**src/tscr_defs.vh**
```
// Notes on behaviour
// - Tile control bits 25:18 hold transmit data delay in PLL cycles, reset zero.
// - PLL-clocked counter drives transmit clock high at divider value, low at half.
// - Tile control bit 8 enables Ethernet peripheral ports, reset zero.
// - Bit 5 dynamic: divider acts only while all active threads are paused.
// - Tile control bit 4 enables low-power PLL clock division, reset zero.
// - Tile control bit 2 selects UTMI when one, ULPI when zero.
// - Tile control bit 1 enables the ULPI hardware support module.
// - Boot status is read-only: processor number 23:16, strap override bit 8.
// - Boot status bits 1:0 show the sampled boot PLL mode pins.
// - Boot status bit 3 means boot from RAM, bit 2 boot through JTAG.
// - Boot status bit 5 second core powered off, bit 4 skip read-level polling.
// - Once security bit 31 is set, further writes to that register are refused.
// - Security bit 14 blocks global debug, bit 0 blocks JTAG debug TAP.
// - Security bit 12 locks all sectors, 11:8 lock single sectors, 7 redundancy.
// - Security bit 5 overrides strapped boot mode, booting from one-time memory.
// - Security bit 4 blocks JTAG access to PLL and boot configuration.
// - Security register is loaded from the one-time programmable memory.
// - Four free-running ring oscillators each clock a counter, started and stopped here.
// - Control bit 1 enables core oscillators, bit 0 peripheral ones, reset zero.
// - Ring oscillators run asynchronously to the tile clock as random source.
`ifndef TSCR_DEFS_VH
`define TSCR_DEFS_VH
`define TSCR_REG_TILE_CTRL 8'h02
`define TSCR_REG_BOOT_STAT 8'h03
`define TSCR_REG_SEC_CFG 8'h05
`define TSCR_REG_RO_CTRL 8'h06
`define TSCR_RES_TYPE_PS 8'h0B
`define TSCR_TC_MASK 32'h03FF_FF36
`define TSCR_TC_RESET 32'h0000_0000
`define TSCR_SEC_MASK 32'h8000_5FB1
`define TSCR_RO_MASK 32'h0000_0003
`define TSCR_TC_DLY_HI 25
`define TSCR_TC_DLY_LO 18
`define TSCR_TC_DIV_HI 17
`define TSCR_TC_DIV_LO 9
`define TSCR_TC_ETH_EN 8
`define TSCR_TC_DYN 5
`define TSCR_TC_LP_EN 4
`define TSCR_TC_UTMI 2
`define TSCR_TC_ULPI_EN 1
`define TSCR_SEC_WLOCK 31
`define TSCR_SEC_GDBG_DIS 14
`define TSCR_SEC_LOCK_ALL 12
`define TSCR_SEC_LOCK_HI 11
`define TSCR_SEC_LOCK_LO 8
`define TSCR_SEC_REDUND 7
`define TSCR_SEC_OTP_BOOT 5
`define TSCR_SEC_JCFG_DIS 4
`define TSCR_SEC_TAP_DIS 0
`define TSCR_RO_CORE 1
`define TSCR_RO_PERIPH 0
`define TSCR_STOP_SETTLE 10
`endif

```
**src/tscr_txclk_gen.v**
```verilog
`include "tscr_defs.vh"

module tscr_txclk_gen (
	input wire core_clk, // Core clock (PLL derived).
	input wire rst_n, // Synchronous reset, active low.
	input wire enable, // Ethernet ports enabled.
	input wire [8:0] divVal, // Divider value, ratio minus one.
	output reg txClk_q // Transmit clock output.
);
	reg [8:0] cnt_q;
	wire [8:0] halfVal = {1'b0, divVal[8:1]};

	always @(posedge core_clk) begin
		if (!rst_n || !enable) begin
			cnt_q <= 9'h000;
			txClk_q <= 1'b0;
		end else begin
			cnt_q <= (cnt_q >= divVal) ? 9'h000 : cnt_q + 9'h001;
			if (cnt_q == divVal) begin
				txClk_q <= 1'b1;
			end else if (cnt_q == halfVal) begin
				txClk_q <= 1'b0;
			end
		end
	end
endmodule // tscr_txclk_gen

```
**src/tscr_tile_regs.v**
```verilog
`include "tscr_defs.vh"

module tscr_tile_regs (
	input wire core_clk, // Core clock.
	input wire rst_n, // Synchronous reset, active low.
	input wire psWrite, // Status write strobe.
	input wire psRead, // Status read strobe.
	input wire [15:0] psResId, // Resource identifier.
	input wire [31:0] psWdata, // Write data.
	output reg [31:0] psRdata_q, // Read data.
	output reg psRdValid_q, // Read data valid pulse.
	input wire [31:0] otpSecWord, // Security word from one-time memory.
	input wire otpLoad, // Load pulse for security word.
	input wire [7:0] procNum, // Processor number.
	input wire [1:0] bootPllPins, // Boot PLL mode pins.
	input wire bootFromRam, // Boot from RAM flag.
	input wire bootFromJtag, // Boot through JTAG flag.
	input wire core1Off, // Second core powered off.
	input wire skipOtpPoll, // Skip read-level polling.
	input wire allThreadsPaused, // Every active thread paused.
	output reg [7:0] txDataDelay_q, // Transmit data delay.
	output reg txClk_q, // Transmit clock.
	output reg ethPortsEn_q, // Ethernet ports enable.
	output reg lpDivActive_q, // Low-power divider active.
	output reg utmiSel_q, // UTMI selected, ULPI when low.
	output reg ulpiEn_q, // ULPI support enable.
	output reg globalDbgDis_q, // Global debug blocked.
	output reg tapDis_q, // JTAG debug TAP blocked.
	output reg [3:0] otpSectorLock_q, // Effective sector locks.
	output reg otpRedundEn_q, // One-time memory redundancy.
	output reg otpBootOverride_q, // Boot image from one-time memory.
	output reg jtagCfgDis_q, // JTAG config access blocked.
	output reg coreRoscEn_q, // Core ring oscillators enable.
	output reg periphRoscEn_q // Peripheral ring oscillators enable.
);
	reg [31:0] tileCtrl_q;
	reg [31:0] secCfg_q;
	reg [31:0] roCtrl_q;
	reg [1:0] pllMeta_q;
	reg [1:0] pllSync_q;
	reg [31:0] rdMux;
	wire txClkInt;

	function isReg;
		input [15:0] id;
		input [7:0] num;
		begin
			isReg = (id == {num, `TSCR_RES_TYPE_PS});
		end
	endfunction

	wire wrTile = psWrite && isReg(psResId, `TSCR_REG_TILE_CTRL);
	wire wrSec = psWrite && isReg(psResId, `TSCR_REG_SEC_CFG);
	wire wrRo = psWrite && isReg(psResId, `TSCR_REG_RO_CTRL);

	// Pins are asynchronous, so two flip-flops precede any use.
	always @(posedge core_clk) begin
		if (!rst_n) begin
			pllMeta_q <= 2'h0;
			pllSync_q <= 2'h0;
		end else begin
			pllMeta_q <= bootPllPins;
			pllSync_q <= pllMeta_q;
		end
	end

	always @(posedge core_clk) begin
		if (!rst_n) begin
			tileCtrl_q <= `TSCR_TC_RESET;
			secCfg_q <= 32'h0000_0000;
			roCtrl_q <= 32'h0000_0000;
		end else begin
			if (wrTile) begin
				tileCtrl_q <= psWdata & `TSCR_TC_MASK;
			end
			if (otpLoad) begin
				secCfg_q <= otpSecWord & `TSCR_SEC_MASK;
			end else if (wrSec && !secCfg_q[`TSCR_SEC_WLOCK]) begin
				secCfg_q <= psWdata & `TSCR_SEC_MASK;
			end
			if (wrRo) begin
				roCtrl_q <= psWdata & `TSCR_RO_MASK;
			end
		end
	end

	always @* begin
		rdMux = 32'h0000_0000;
		if (isReg(psResId, `TSCR_REG_TILE_CTRL)) begin
			rdMux = tileCtrl_q;
		end else if (isReg(psResId, `TSCR_REG_BOOT_STAT)) begin
			// Strap override mirrors the security override bit.
			rdMux = {8'h00, procNum, 7'h00, secCfg_q[`TSCR_SEC_OTP_BOOT], 2'h0, core1Off, skipOtpPoll,
				bootFromRam, bootFromJtag, pllSync_q};
		end else if (isReg(psResId, `TSCR_REG_SEC_CFG)) begin
			rdMux = secCfg_q;
		end else if (isReg(psResId, `TSCR_REG_RO_CTRL)) begin
			rdMux = roCtrl_q;
		end
	end

	always @(posedge core_clk) begin
		if (!rst_n) begin
			psRdata_q <= 32'h0000_0000;
			psRdValid_q <= 1'b0;
		end else begin
			psRdValid_q <= psRead;
			if (psRead) begin
				psRdata_q <= rdMux;
			end
		end
	end

	always @(posedge core_clk) begin
		if (!rst_n) begin
			txDataDelay_q <= 8'h00;
			ethPortsEn_q <= 1'b0;
			lpDivActive_q <= 1'b0;
			utmiSel_q <= 1'b0;
			ulpiEn_q <= 1'b0;
			globalDbgDis_q <= 1'b0;
			tapDis_q <= 1'b0;
			otpSectorLock_q <= 4'h0;
			otpRedundEn_q <= 1'b0;
			otpBootOverride_q <= 1'b0;
			jtagCfgDis_q <= 1'b0;
			coreRoscEn_q <= 1'b0;
			periphRoscEn_q <= 1'b0;
			txClk_q <= 1'b0;
		end else begin
			txDataDelay_q <= tileCtrl_q[`TSCR_TC_DLY_HI:`TSCR_TC_DLY_LO];
			ethPortsEn_q <= tileCtrl_q[`TSCR_TC_ETH_EN];
			lpDivActive_q <= tileCtrl_q[`TSCR_TC_LP_EN]
				&& (!tileCtrl_q[`TSCR_TC_DYN] || allThreadsPaused);
			utmiSel_q <= tileCtrl_q[`TSCR_TC_UTMI];
			ulpiEn_q <= tileCtrl_q[`TSCR_TC_ULPI_EN];
			globalDbgDis_q <= secCfg_q[`TSCR_SEC_GDBG_DIS];
			tapDis_q <= secCfg_q[`TSCR_SEC_TAP_DIS];
			otpSectorLock_q <= secCfg_q[`TSCR_SEC_LOCK_HI:`TSCR_SEC_LOCK_LO]
				| {4{secCfg_q[`TSCR_SEC_LOCK_ALL]}};
			otpRedundEn_q <= secCfg_q[`TSCR_SEC_REDUND];
			otpBootOverride_q <= secCfg_q[`TSCR_SEC_OTP_BOOT];
			jtagCfgDis_q <= secCfg_q[`TSCR_SEC_JCFG_DIS];
			// Oscillators and counters sit outside; these enables start them.
			coreRoscEn_q <= roCtrl_q[`TSCR_RO_CORE];
			periphRoscEn_q <= roCtrl_q[`TSCR_RO_PERIPH];
			txClk_q <= txClkInt;
		end
	end

	tscr_txclk_gen uTxClk (
		.core_clk(core_clk),
		.rst_n(rst_n),
		.enable(tileCtrl_q[`TSCR_TC_ETH_EN]),
		.divVal(tileCtrl_q[`TSCR_TC_DIV_HI:`TSCR_TC_DIV_LO]),
		.txClk_q(txClkInt)
	);
endmodule // tscr_tile_regs

```
**config.mk**
```make
export PLATFORM = sky130hd
export DESIGN_NAME = tscr_tile_regs
export DESIGN_NICKNAME = d
export VERILOG_FILES = /design/src/tscr_txclk_gen.v /design/src/tscr_tile_regs.v
export VERILOG_INCLUDE_DIRS = /design/src
export SDC_FILE = /design/constraint.sdc
export NUM_CORES = 1
export LEC_CHECK = 0
export BUFFER_PORTS_ARGS = -buffer_cell sky130_fd_sc_hd__buf_2
export CORE_ASPECT_RATIO = 1.25
export CORE_MARGIN = 2
export CORE_UTILIZATION = 38
export CTS_CLUSTER_DIAMETER = 150
export DETAILED_ROUTE_END_ITERATION = 7
export GPL_ROUTABILITY_DRIVEN = 0
export SLEW_MARGIN = 20
export SYNTH_ARGS = -nofsm -noshare
export SYNTH_HDL_FRONTEND = slang
export SYNTH_HIERARCHICAL = 1
export SYNTH_SLANG_ARGS = --single-unit
```
**constraint.sdc**
```tcl
create_clock -name core_clk -period 1.83 [get_ports core_clk]
set_input_delay 0.2745 -clock core_clk [delete_from_list [all_inputs] [get_ports core_clk]]
set_output_delay 0.2745 -clock core_clk [all_outputs]
set_load 0.02 [all_outputs]
```
Yosys cells after proc, flatten, opt, wreduce, memory -nomap -nowiden
Cells that the tools add are included.

operators by class
  multipliers = 0
  bitwise logic cells = 1
  add/sub/neg operators = 1
  reduce and logical (&&, ||, !) cells = 14
  order comparisons = 1
  mux-type cells = 8
  shifts and indexed selects = 0
  equal/unequal tests = 6
  divide/modulo/power cells = 0

operators with widths
  kind                                                    number
  2-to-1 mux 32 bit                                       5
  equality test 16 x 10 -> 1 bit (second input constant)  2
  equality test 16 x 11 -> 1 bit (second input constant)  2
  adder 9 x 1 -> 9 bit (second input constant)            1
  equality test 9 x 8 -> 1 bit                            1
  equality test 9 bit                                     1
  >= comparator 9 bit                                     1
  logical AND 1 bit                                       5
  zero test 1 bit                                         4
  bitwise OR 4 bit                                        1
  nonzero test 2 bit                                      2
  logical OR 1 bit                                        2
  2-to-1 mux 1 bit                                        2
  2-to-1 mux 2 bit                                        1
  OR reduction 2 bit                                      1

storage, ports and cells
  logic and storage cells = 54
  bits of input ports = 100
  latch bits = 0
  RAM bits = 0
  bits in registers = 106
  output and inout port bits = 57
  ROM bits = 0
  memories = 0

Longest topological paths before layout
Gate-level depths: netlist (run 1).

  depth in word-level cells = 5
  mapped depth = 7
  depth with buffers taken out = 6

Cells and area by module
The synthesis (run 1) kept the hierarchy.

modules (own cells, without submodules)
  module          times used  area each (um2)  seq. area each (um2)  cells each
  tscr_tile_regs  1           3,910.0          1,801.7               436
  tscr_txclk_gen  1           735.7            200.2                 84

Least setup slack after synthesis (run 1)
No wires, ideal clock.

  kind = register -> register
  start = register tileCtrl_q[17]
  end = register uTxClk.cnt_q[3]
  data required time = 1.743 ns
  setup time = 0.087 ns
  slack = 0.326 ns
  arrival = 1.417 ns
  cell stages (with the launch flop) = 7
  clock period less this slack = 1.504 ns
  path buffers = 1
  cell sequence = dfxtp_1 > inv_1 > ha_1 > and3_4 > and3_1 > buf_6 > nor4b_2

on the way
  cells in the longest elaborated chain, start to end = 2

RTL lines
  what                                 line                 RTL
  start, declared                      tscr_tile_regs.v:36  reg [31:0] tileCtrl_q;
  start signal, assigned               tscr_tile_regs.v:69  tileCtrl_q <= `TSCR_TC_RESET;
  start signal, assigned               tscr_tile_regs.v:74  tileCtrl_q <= psWdata & `TSCR_TC_MASK;
  >= comparator 9 bit                  tscr_txclk_gen.v:18  cnt_q <= (cnt_q >= divVal) ? 9'h000 : cnt_q + 9'h001;
  OR reduction 2 bit (no source line)  --
  end signal, assigned                 tscr_txclk_gen.v:18
  end, declared                        tscr_txclk_gen.v:10  reg [8:0] cnt_q;

Every way passes these cells.
A chain may end at the register's enable or synchronous reset.

Worst setup path after layout (run 1)
  start = register tileCtrl_q[15]
  end = register uTxClk.cnt_q[5]

The elaborated chain is that of the path after synthesis.

==> results of run 1 <==
[metrics by stage]
stage                     area [um2]  util [%]
after floorplan                 4664         -
after global placement          5411     44.91
after detailed placement        5411     44.91
after CTS                       5723     47.50
after global routing            5723     47.50
final                           5723     47.50
[cell usage after synthesis (3+ instances only)]
cell type,instances,share of area (%)
a21oi_1,47,5.1
a21oi_2,9,1.7
a22o_1,3,0.57
a31oi_1,13,1.8
a31oi_2,3,0.81
and2_1,27,3.6
and3_1,4,0.54
buf_2,7,0.75
buf_4,7,1.1
buf_6,4,0.97
clkbuf_1,21,1.7
dfxtp_1,100,43
ha_1,10,2.7
inv_1,13,1.1
mux2_2,9,2.2
nand2_1,22,1.8
nand2b_1,20,2.7
nand3_1,27,2.9
nand3_2,16,3.4
nand4_1,21,2.8
nor2_1,23,1.9
nor3_1,10,1.1
o21ai_0,54,5.8
o21ai_1,4,0.43
xnor2_1,11,2.1
xor2_1,3,0.57
[cells by family (layout without fill, tap and decap cells)]
logic type,after synthesis,count (layout),share of synthesized area [%]
AOI/OAI and AO/OA,139,139,17.32
xor gates and xnor gates,14,14,2.639
adders and majority gates,10,10,2.693
buffers and inverters,59,176,7.353
DFF,100,100,43.09
muxes,10,10,2.397
other,1,6,0.08072
and+or+nand+nor,187,187,24.43
[cell usage in the layout, fill, tap and decap left out, drive strengths merged, types with 3 or more instances in the layout]
cell type and instances:
a31oi 16, nand2b 20, a21oi 56, xor2 3
nand2 22, mux2 9, and2 27, dfxtp 100
nor2 23, clkbuf 12, ha 10, nor3 12
and3 5, nand4 21, buf 146, o21ai 59
nand3 43, xnor2 11, inv 16, conb 6
a22o 3
[path summary, 6_finish.rpt]
kind | start | endpoint | slack (ns) | cells after the start
max | tileCtrl_q[15]$_SDFFE_PN0P_ | uTxClk/cnt_q[5]$_SDFF_PP0_ | 0.20 | 6
max reg2reg | tileCtrl_q[15]$_SDFFE_PN0P_ | uTxClk/cnt_q[5]$_SDFF_PP0_ | 0.20 | 6
min reg2reg | psRdata_q[1]$_SDFFE_PN0P_ | psRdata_q[1]$_SDFFE_PN0P_ | 0.44 | 2
min | bootPllPins[1] | pllMeta_q[1]$_SDFF_PN0_ | 0.15 | 2
[final cells by class]
cell class,instances,share of cell area [%]
multi-input combinational,366,40.60
sequential,100,34.98
timing repair buffer,146,14.47
clock buffer,12,4.482
tap,164,3.585
clock inverter,4,0.9620
inverter,14,0.9182
[critical path, delay by kind of cell, from the launching register on]
kind                       cells  cell delay [ns]
AOI/OAI and AO/OA              2             0.46
adders and majority gates      1             0.28
buffers and inverters          1             0.06
DFF                            1             0.42
and+or+nand+nor                2             0.27
[sequential cells by signal, summed over array words and instances, names as in the netlist, 2 cells and up]
name and count:
txDataDelay_q 8, roCtrl_q 2, otpSectorLock_q 4, pllSync_q 2, pllMeta_q 2, uTxClk/cnt_q 9, tileCtrl_q 22, secCfg_q 11
psRdata_q 26
[where the power goes]
group	switching [W]	leakage, nW	internal [W]
Clock	0.000812	0.150	0.00115
Sequential	0.0000263	0.812	0.00221
Combinational	0.000226	1.35	0.000151
[per-layer routing]
layer | up-vias | routed length, um | GRT usage, %
met5 | - | 0 | 0
met1 | 1944 | 5215 | 22.57
met3 | 16 | 572 | 2.790
met4 | 0 | 196 | 6.579
li1 | 2055 | - | -
met2 | 126 | 6152 | 32.24
==> results.json, run 1 <==
{
  "syn_to_final_growth_pct": 23.19,
  "fin_crit_sh_pct": 88.85,
  "route.detailed.drc": 0,
  "synth_ff_type": "dfxtp_1",
  "cts_hold_buf": 0,
  "cts.sinks": 100,
  "drv_cap": 0,
  "setup_viol": 0,
  "dp_cells": 790,
  "grt_pass1_wl_um": 19060,
  "finalSetupTns_ns": 0,
  "skew_ns": 0.006400,
  "post_drt_wl_per_cell_um": 15.06,
  "clockBufferDepth": 2,
  "maxSlewViolCount": 0,
  "syn_inst": 520,
  "multiInputGateArea_mm2": 0.002323,
  "cts_buffers": 9,
  "required_ns": 2.04,
  "ff_latch_area_mm2": 0.002002,
  "rsz0062_at_grt": "no",
  "drt_iter0_markers": 169,
  "antenna_found_initial": 0,
  "syn_area_mm2": 0.004646,
  "clk_latency_ns": 0.33,
  "post_cts_resized": 0,
  "clkTransAtPathRegs_ns": 0.07,
  "dieHeight_um": 127.6,
  "rows": 45,
  "fin_crit_ns": 1.626,
  "grt_pass1_vias": 3937,
  "path_class": "flip-flop to flip-flop",
  "fmax_mhz": 615.0,
  "gr-total-overflow": 0,
  "hold_violations": 0,
  "status": "finished, final reports clean",
  "power_w": 0.004575,
  "crit_path_end_kind": "flip-flop",
  "holdCritPathClass": "primary input to flip-flop",
  "fill_cells": 1194,
  "ys_async_sr_fraction_pct": 0,
  "grt_max_degree": 45,
  "seq_area_frac_synth_pct": 43.09,
  "cts_max_level": 3,
  "dieArea_mm2": 0.01313,
  "fin_cells": 806,
  "post-cts-setup-buffers": 0,
  "cts_tree": "yes",
  "n_antenna_cell": 0,
  "core_mm2": 0.01205,
  "place_hpwl_um": 8984,
  "ys_ff_latch": 100,
  "vias_per_cell": 5.138,
  "p_per_area_mw_per_mm2": 799.4,
  "cp_data_arrival_time_ns": 1.83,
  "ir_drop_uv": 378.5,
  "cp_slowest_cell": "dfxtp_1",
  "synth_area_per_cell_um2": 8.934,
  "drt_first_pass_iters": 5,
  "cts-root-buf": "clkbuf_16",
  "grtUsageTotal_pct": 18.41,
  "crit_fanout": 9,
  "fin_ws_ns": 0.2040,
  "antenna_left": 0,
  "die_x_um": 102.9,
  "routed_wl_um": 12140,
  "yosys_warnings": 6,
  "drive_above_1_share_pct": 32.40,
  "slowest_delay_ns": 0.42,
  "cp_cell_sequence": "inv_1 > ha_1 > and3_4 > o21ai_1 > o21ai_2 > nor3_1",
  "start_kind": "flip-flop",
  "place_ws_ns": 0.1345,
  "p_leak_nw": 2.308,
  "synthDistinctLibCells": 48,
  "initial_core_util_pct": 38.56,
  "ioPinCount": 157,
  "finalHoldWorstSlack_ns": 0.1505,
  "num_vias": 4141,
  "layout.nets": 747,
  "synth_edf_count": 0,
  "port_buffers": 122
}
No activity file was read; power rests on OpenSTA's default activity.
==> run 2, diff against run 1 <==
--- a/config.mk
+++ b/config.mk
@@ -13,6 +13,8 @@
 export CTS_CLUSTER_DIAMETER = 150
 export DETAILED_ROUTE_END_ITERATION = 7
 export GPL_ROUTABILITY_DRIVEN = 0
+export PLACE_DENSITY = 0.66
+export SETUP_SLACK_MARGIN = 0.3
 export SLEW_MARGIN = 20
 export SYNTH_ARGS = -nofsm -noshare
 export SYNTH_HDL_FRONTEND = slang
==> run 2 against run 1 <==
Effect of this change: via count increased by 1.4%; critical endpoint is now uTxClk/cnt_q[3]$_SDFF_PP0_; non-clock buffer count up 1; cell count unchanged; hold slack lost 0.0085 ns; sequential power about the same; worst setup slack improved by 0.060 ns; sequential share of layout area down 0.25 points; critical path depth unchanged; final area grew 1.9%; first-iteration DRC count increased by 29%.
==> results.json, run 2 (synthesis results as in run 1) <==
{
  "status": "finished, final reports clean",
  "place_hpwl_um": 9023,
  "cts.sinks": 100,
  "drv_cap": 0,
  "drive_above_1_share_pct": 35.98,
  "fin_cells": 806,
  "n_antenna_cell": 0,
  "grt_pass1_vias": 4037,
  "routed_wl_um": 12630,
  "p_leak_nw": 2.326,
  "die_x_um": 102.9,
  "dp_cells": 787,
  "p_per_area_mw_per_mm2": 790.6,
  "maxSlewViolCount": 0,
  "dieHeight_um": 127.6,
  "fill_cells": 1166,
  "num_vias": 4200,
  "syn_to_final_growth_pct": 25.53,
  "gr-total-overflow": 0,
  "crit_path_end_kind": "flip-flop",
  "skew_ns": 0.008708,
  "fin_crit_ns": 1.566,
  "port_buffers": 122,
  "clk_latency_ns": 0.35,
  "cts_buffers": 9,
  "grtUsageTotal_pct": 19.46,
  "antenna_found_initial": 0,
  "initial_core_util_pct": 38.56,
  "clockBufferDepth": 2,
  "regMostFlops": "psRdata_q",
  "rsz0062_at_grt": "yes",
  "clkTransAtPathRegs_ns": 0.07,
  "hold_violations": 0,
  "layout.nets": 749,
  "largest_reg_flops": 26,
  "reg.largest.list": "psRdata_q: 26 flops, tileCtrl_q: 22 flops, secCfg_q: 11 flops",
  "vias_per_cell": 5.211,
  "core_mm2": 0.01205,
  "setup_viol": 0,
  "fmax_mhz": 638.4,
  "final_cell_mix": "buf_2, dfxtp_1, o21ai_0",
  "dieArea_mm2": 0.01313,
  "start_kind": "flip-flop",
  "fin_crit_sh_pct": 85.60,
  "post_drt_wl_per_cell_um": 15.67,
  "holdCritPathClass": "primary input to flip-flop",
  "ioPinCount": 157,
  "rows": 45,
  "cp_data_arrival_time_ns": 1.82,
  "grt_max_degree": 39,
  "layout_commonest_cell": "buf_2",
  "path_class": "flip-flop to flip-flop",
  "finalHoldWorstSlack_ns": 0.1420,
  "antenna_left": 0,
  "reg2reg_setup_slack_ns": 0.26,
  "drt_first_pass_iters": 5,
  "crit_fanout": 5,
  "grt_pass1_wl_um": 19840,
  "route.detailed.drc": 0,
  "ir_drop_uv": 352.2,
  "post-route-util_pct": 48.40,
  "cts-root-buf": "clkbuf_16",
  "cts_tree": "yes",
  "cts_max_level": 3,
  "finalSetupTns_ns": 0,
  "drt_iter0_markers": 218,
  "required_ns": 2.08
}
## run 2: final cells by class
type,count,area [um2],area share (%)
Clock buffer,9,225.2,3.862
Clock inverter,5,78.83,1.352
Inverter,14,55.05,0.9440
Multi-Input combinational cell,367,2406,41.26
Sequential cell,100,2026,34.74
Tap cell,164,205.2,3.519
Timing Repair Buffer,147,835.8,14.33
## run 2: worst paths after layout
check,end,start,depth (start not counted)
setup / recovery,uTxClk/cnt_q[3]$_SDFF_PP0_,tileCtrl_q[16]$_SDFFE_PN0P_,6
hold / removal,pllMeta_q[1]$_SDFF_PN0_,bootPllPins[1],2
setup reg to reg,uTxClk/cnt_q[3]$_SDFF_PP0_,tileCtrl_q[16]$_SDFFE_PN0P_,6
hold reg to reg,pllSync_q[1]$_SDFF_PN0_,pllMeta_q[1]$_SDFF_PN0_,1
## run 2: power breakdown
group          leakage [nW]  internal, W  switching [W]
combinational          1.36     0.000151       0.000230
sequential            0.819      0.00221      0.0000242
clock                 0.151      0.00118       0.000817
total                  2.33      0.00354        0.00107
## run 2: per-layer routing
metal | up-vias | part of all wire (%) | global-route usage [%] | wire [um]
li1 | 2051 | - | - | -
met1 | 1994 | 42 | 23.17 | 5255
met2 | 132 | 51 | 33.92 | 6474
met3 | 23 | 5.0 | 3.939 | 630
met4 | 0 | 2.1 | 7.430 | 271
met5 | - | 0 | 0 | 0
## run 2: critical path, stage by stage, from the launching register on
cell and delay (ns):
dfxtp_4 0.36, inv_4 0.03, ha_4 0.20, a21o_1 0.18, a211oi_4 0.33, o21ai_4 0.15, nor4b_2 0.21
## run 2: per-stage QoR
| step | power, W | setup WS, ns | area [um2] |
|---|---|---|---|
| after floorplan | 0.002501 | 0.3261 | 4664 |
| after global placement | 0.002663 | 0.1631 | 5389 |
| after detailed placement | 0.002666 | 0.1205 | 5389 |
| after CTS | 0.004644 | 0.2436 | 5804 |
| after global routing | 0.004764 | 0.2269 | 5832 |
| final | 0.004611 | 0.2636 | 5832 |
## run 2: what timing repair did
item,CTS,global route
hold buffers,0,0
buffers inserted,3,1
pin swaps,6,5
endpoints found under the setup margin,9,8
cloned,1,0
gates resized for setup,21,10
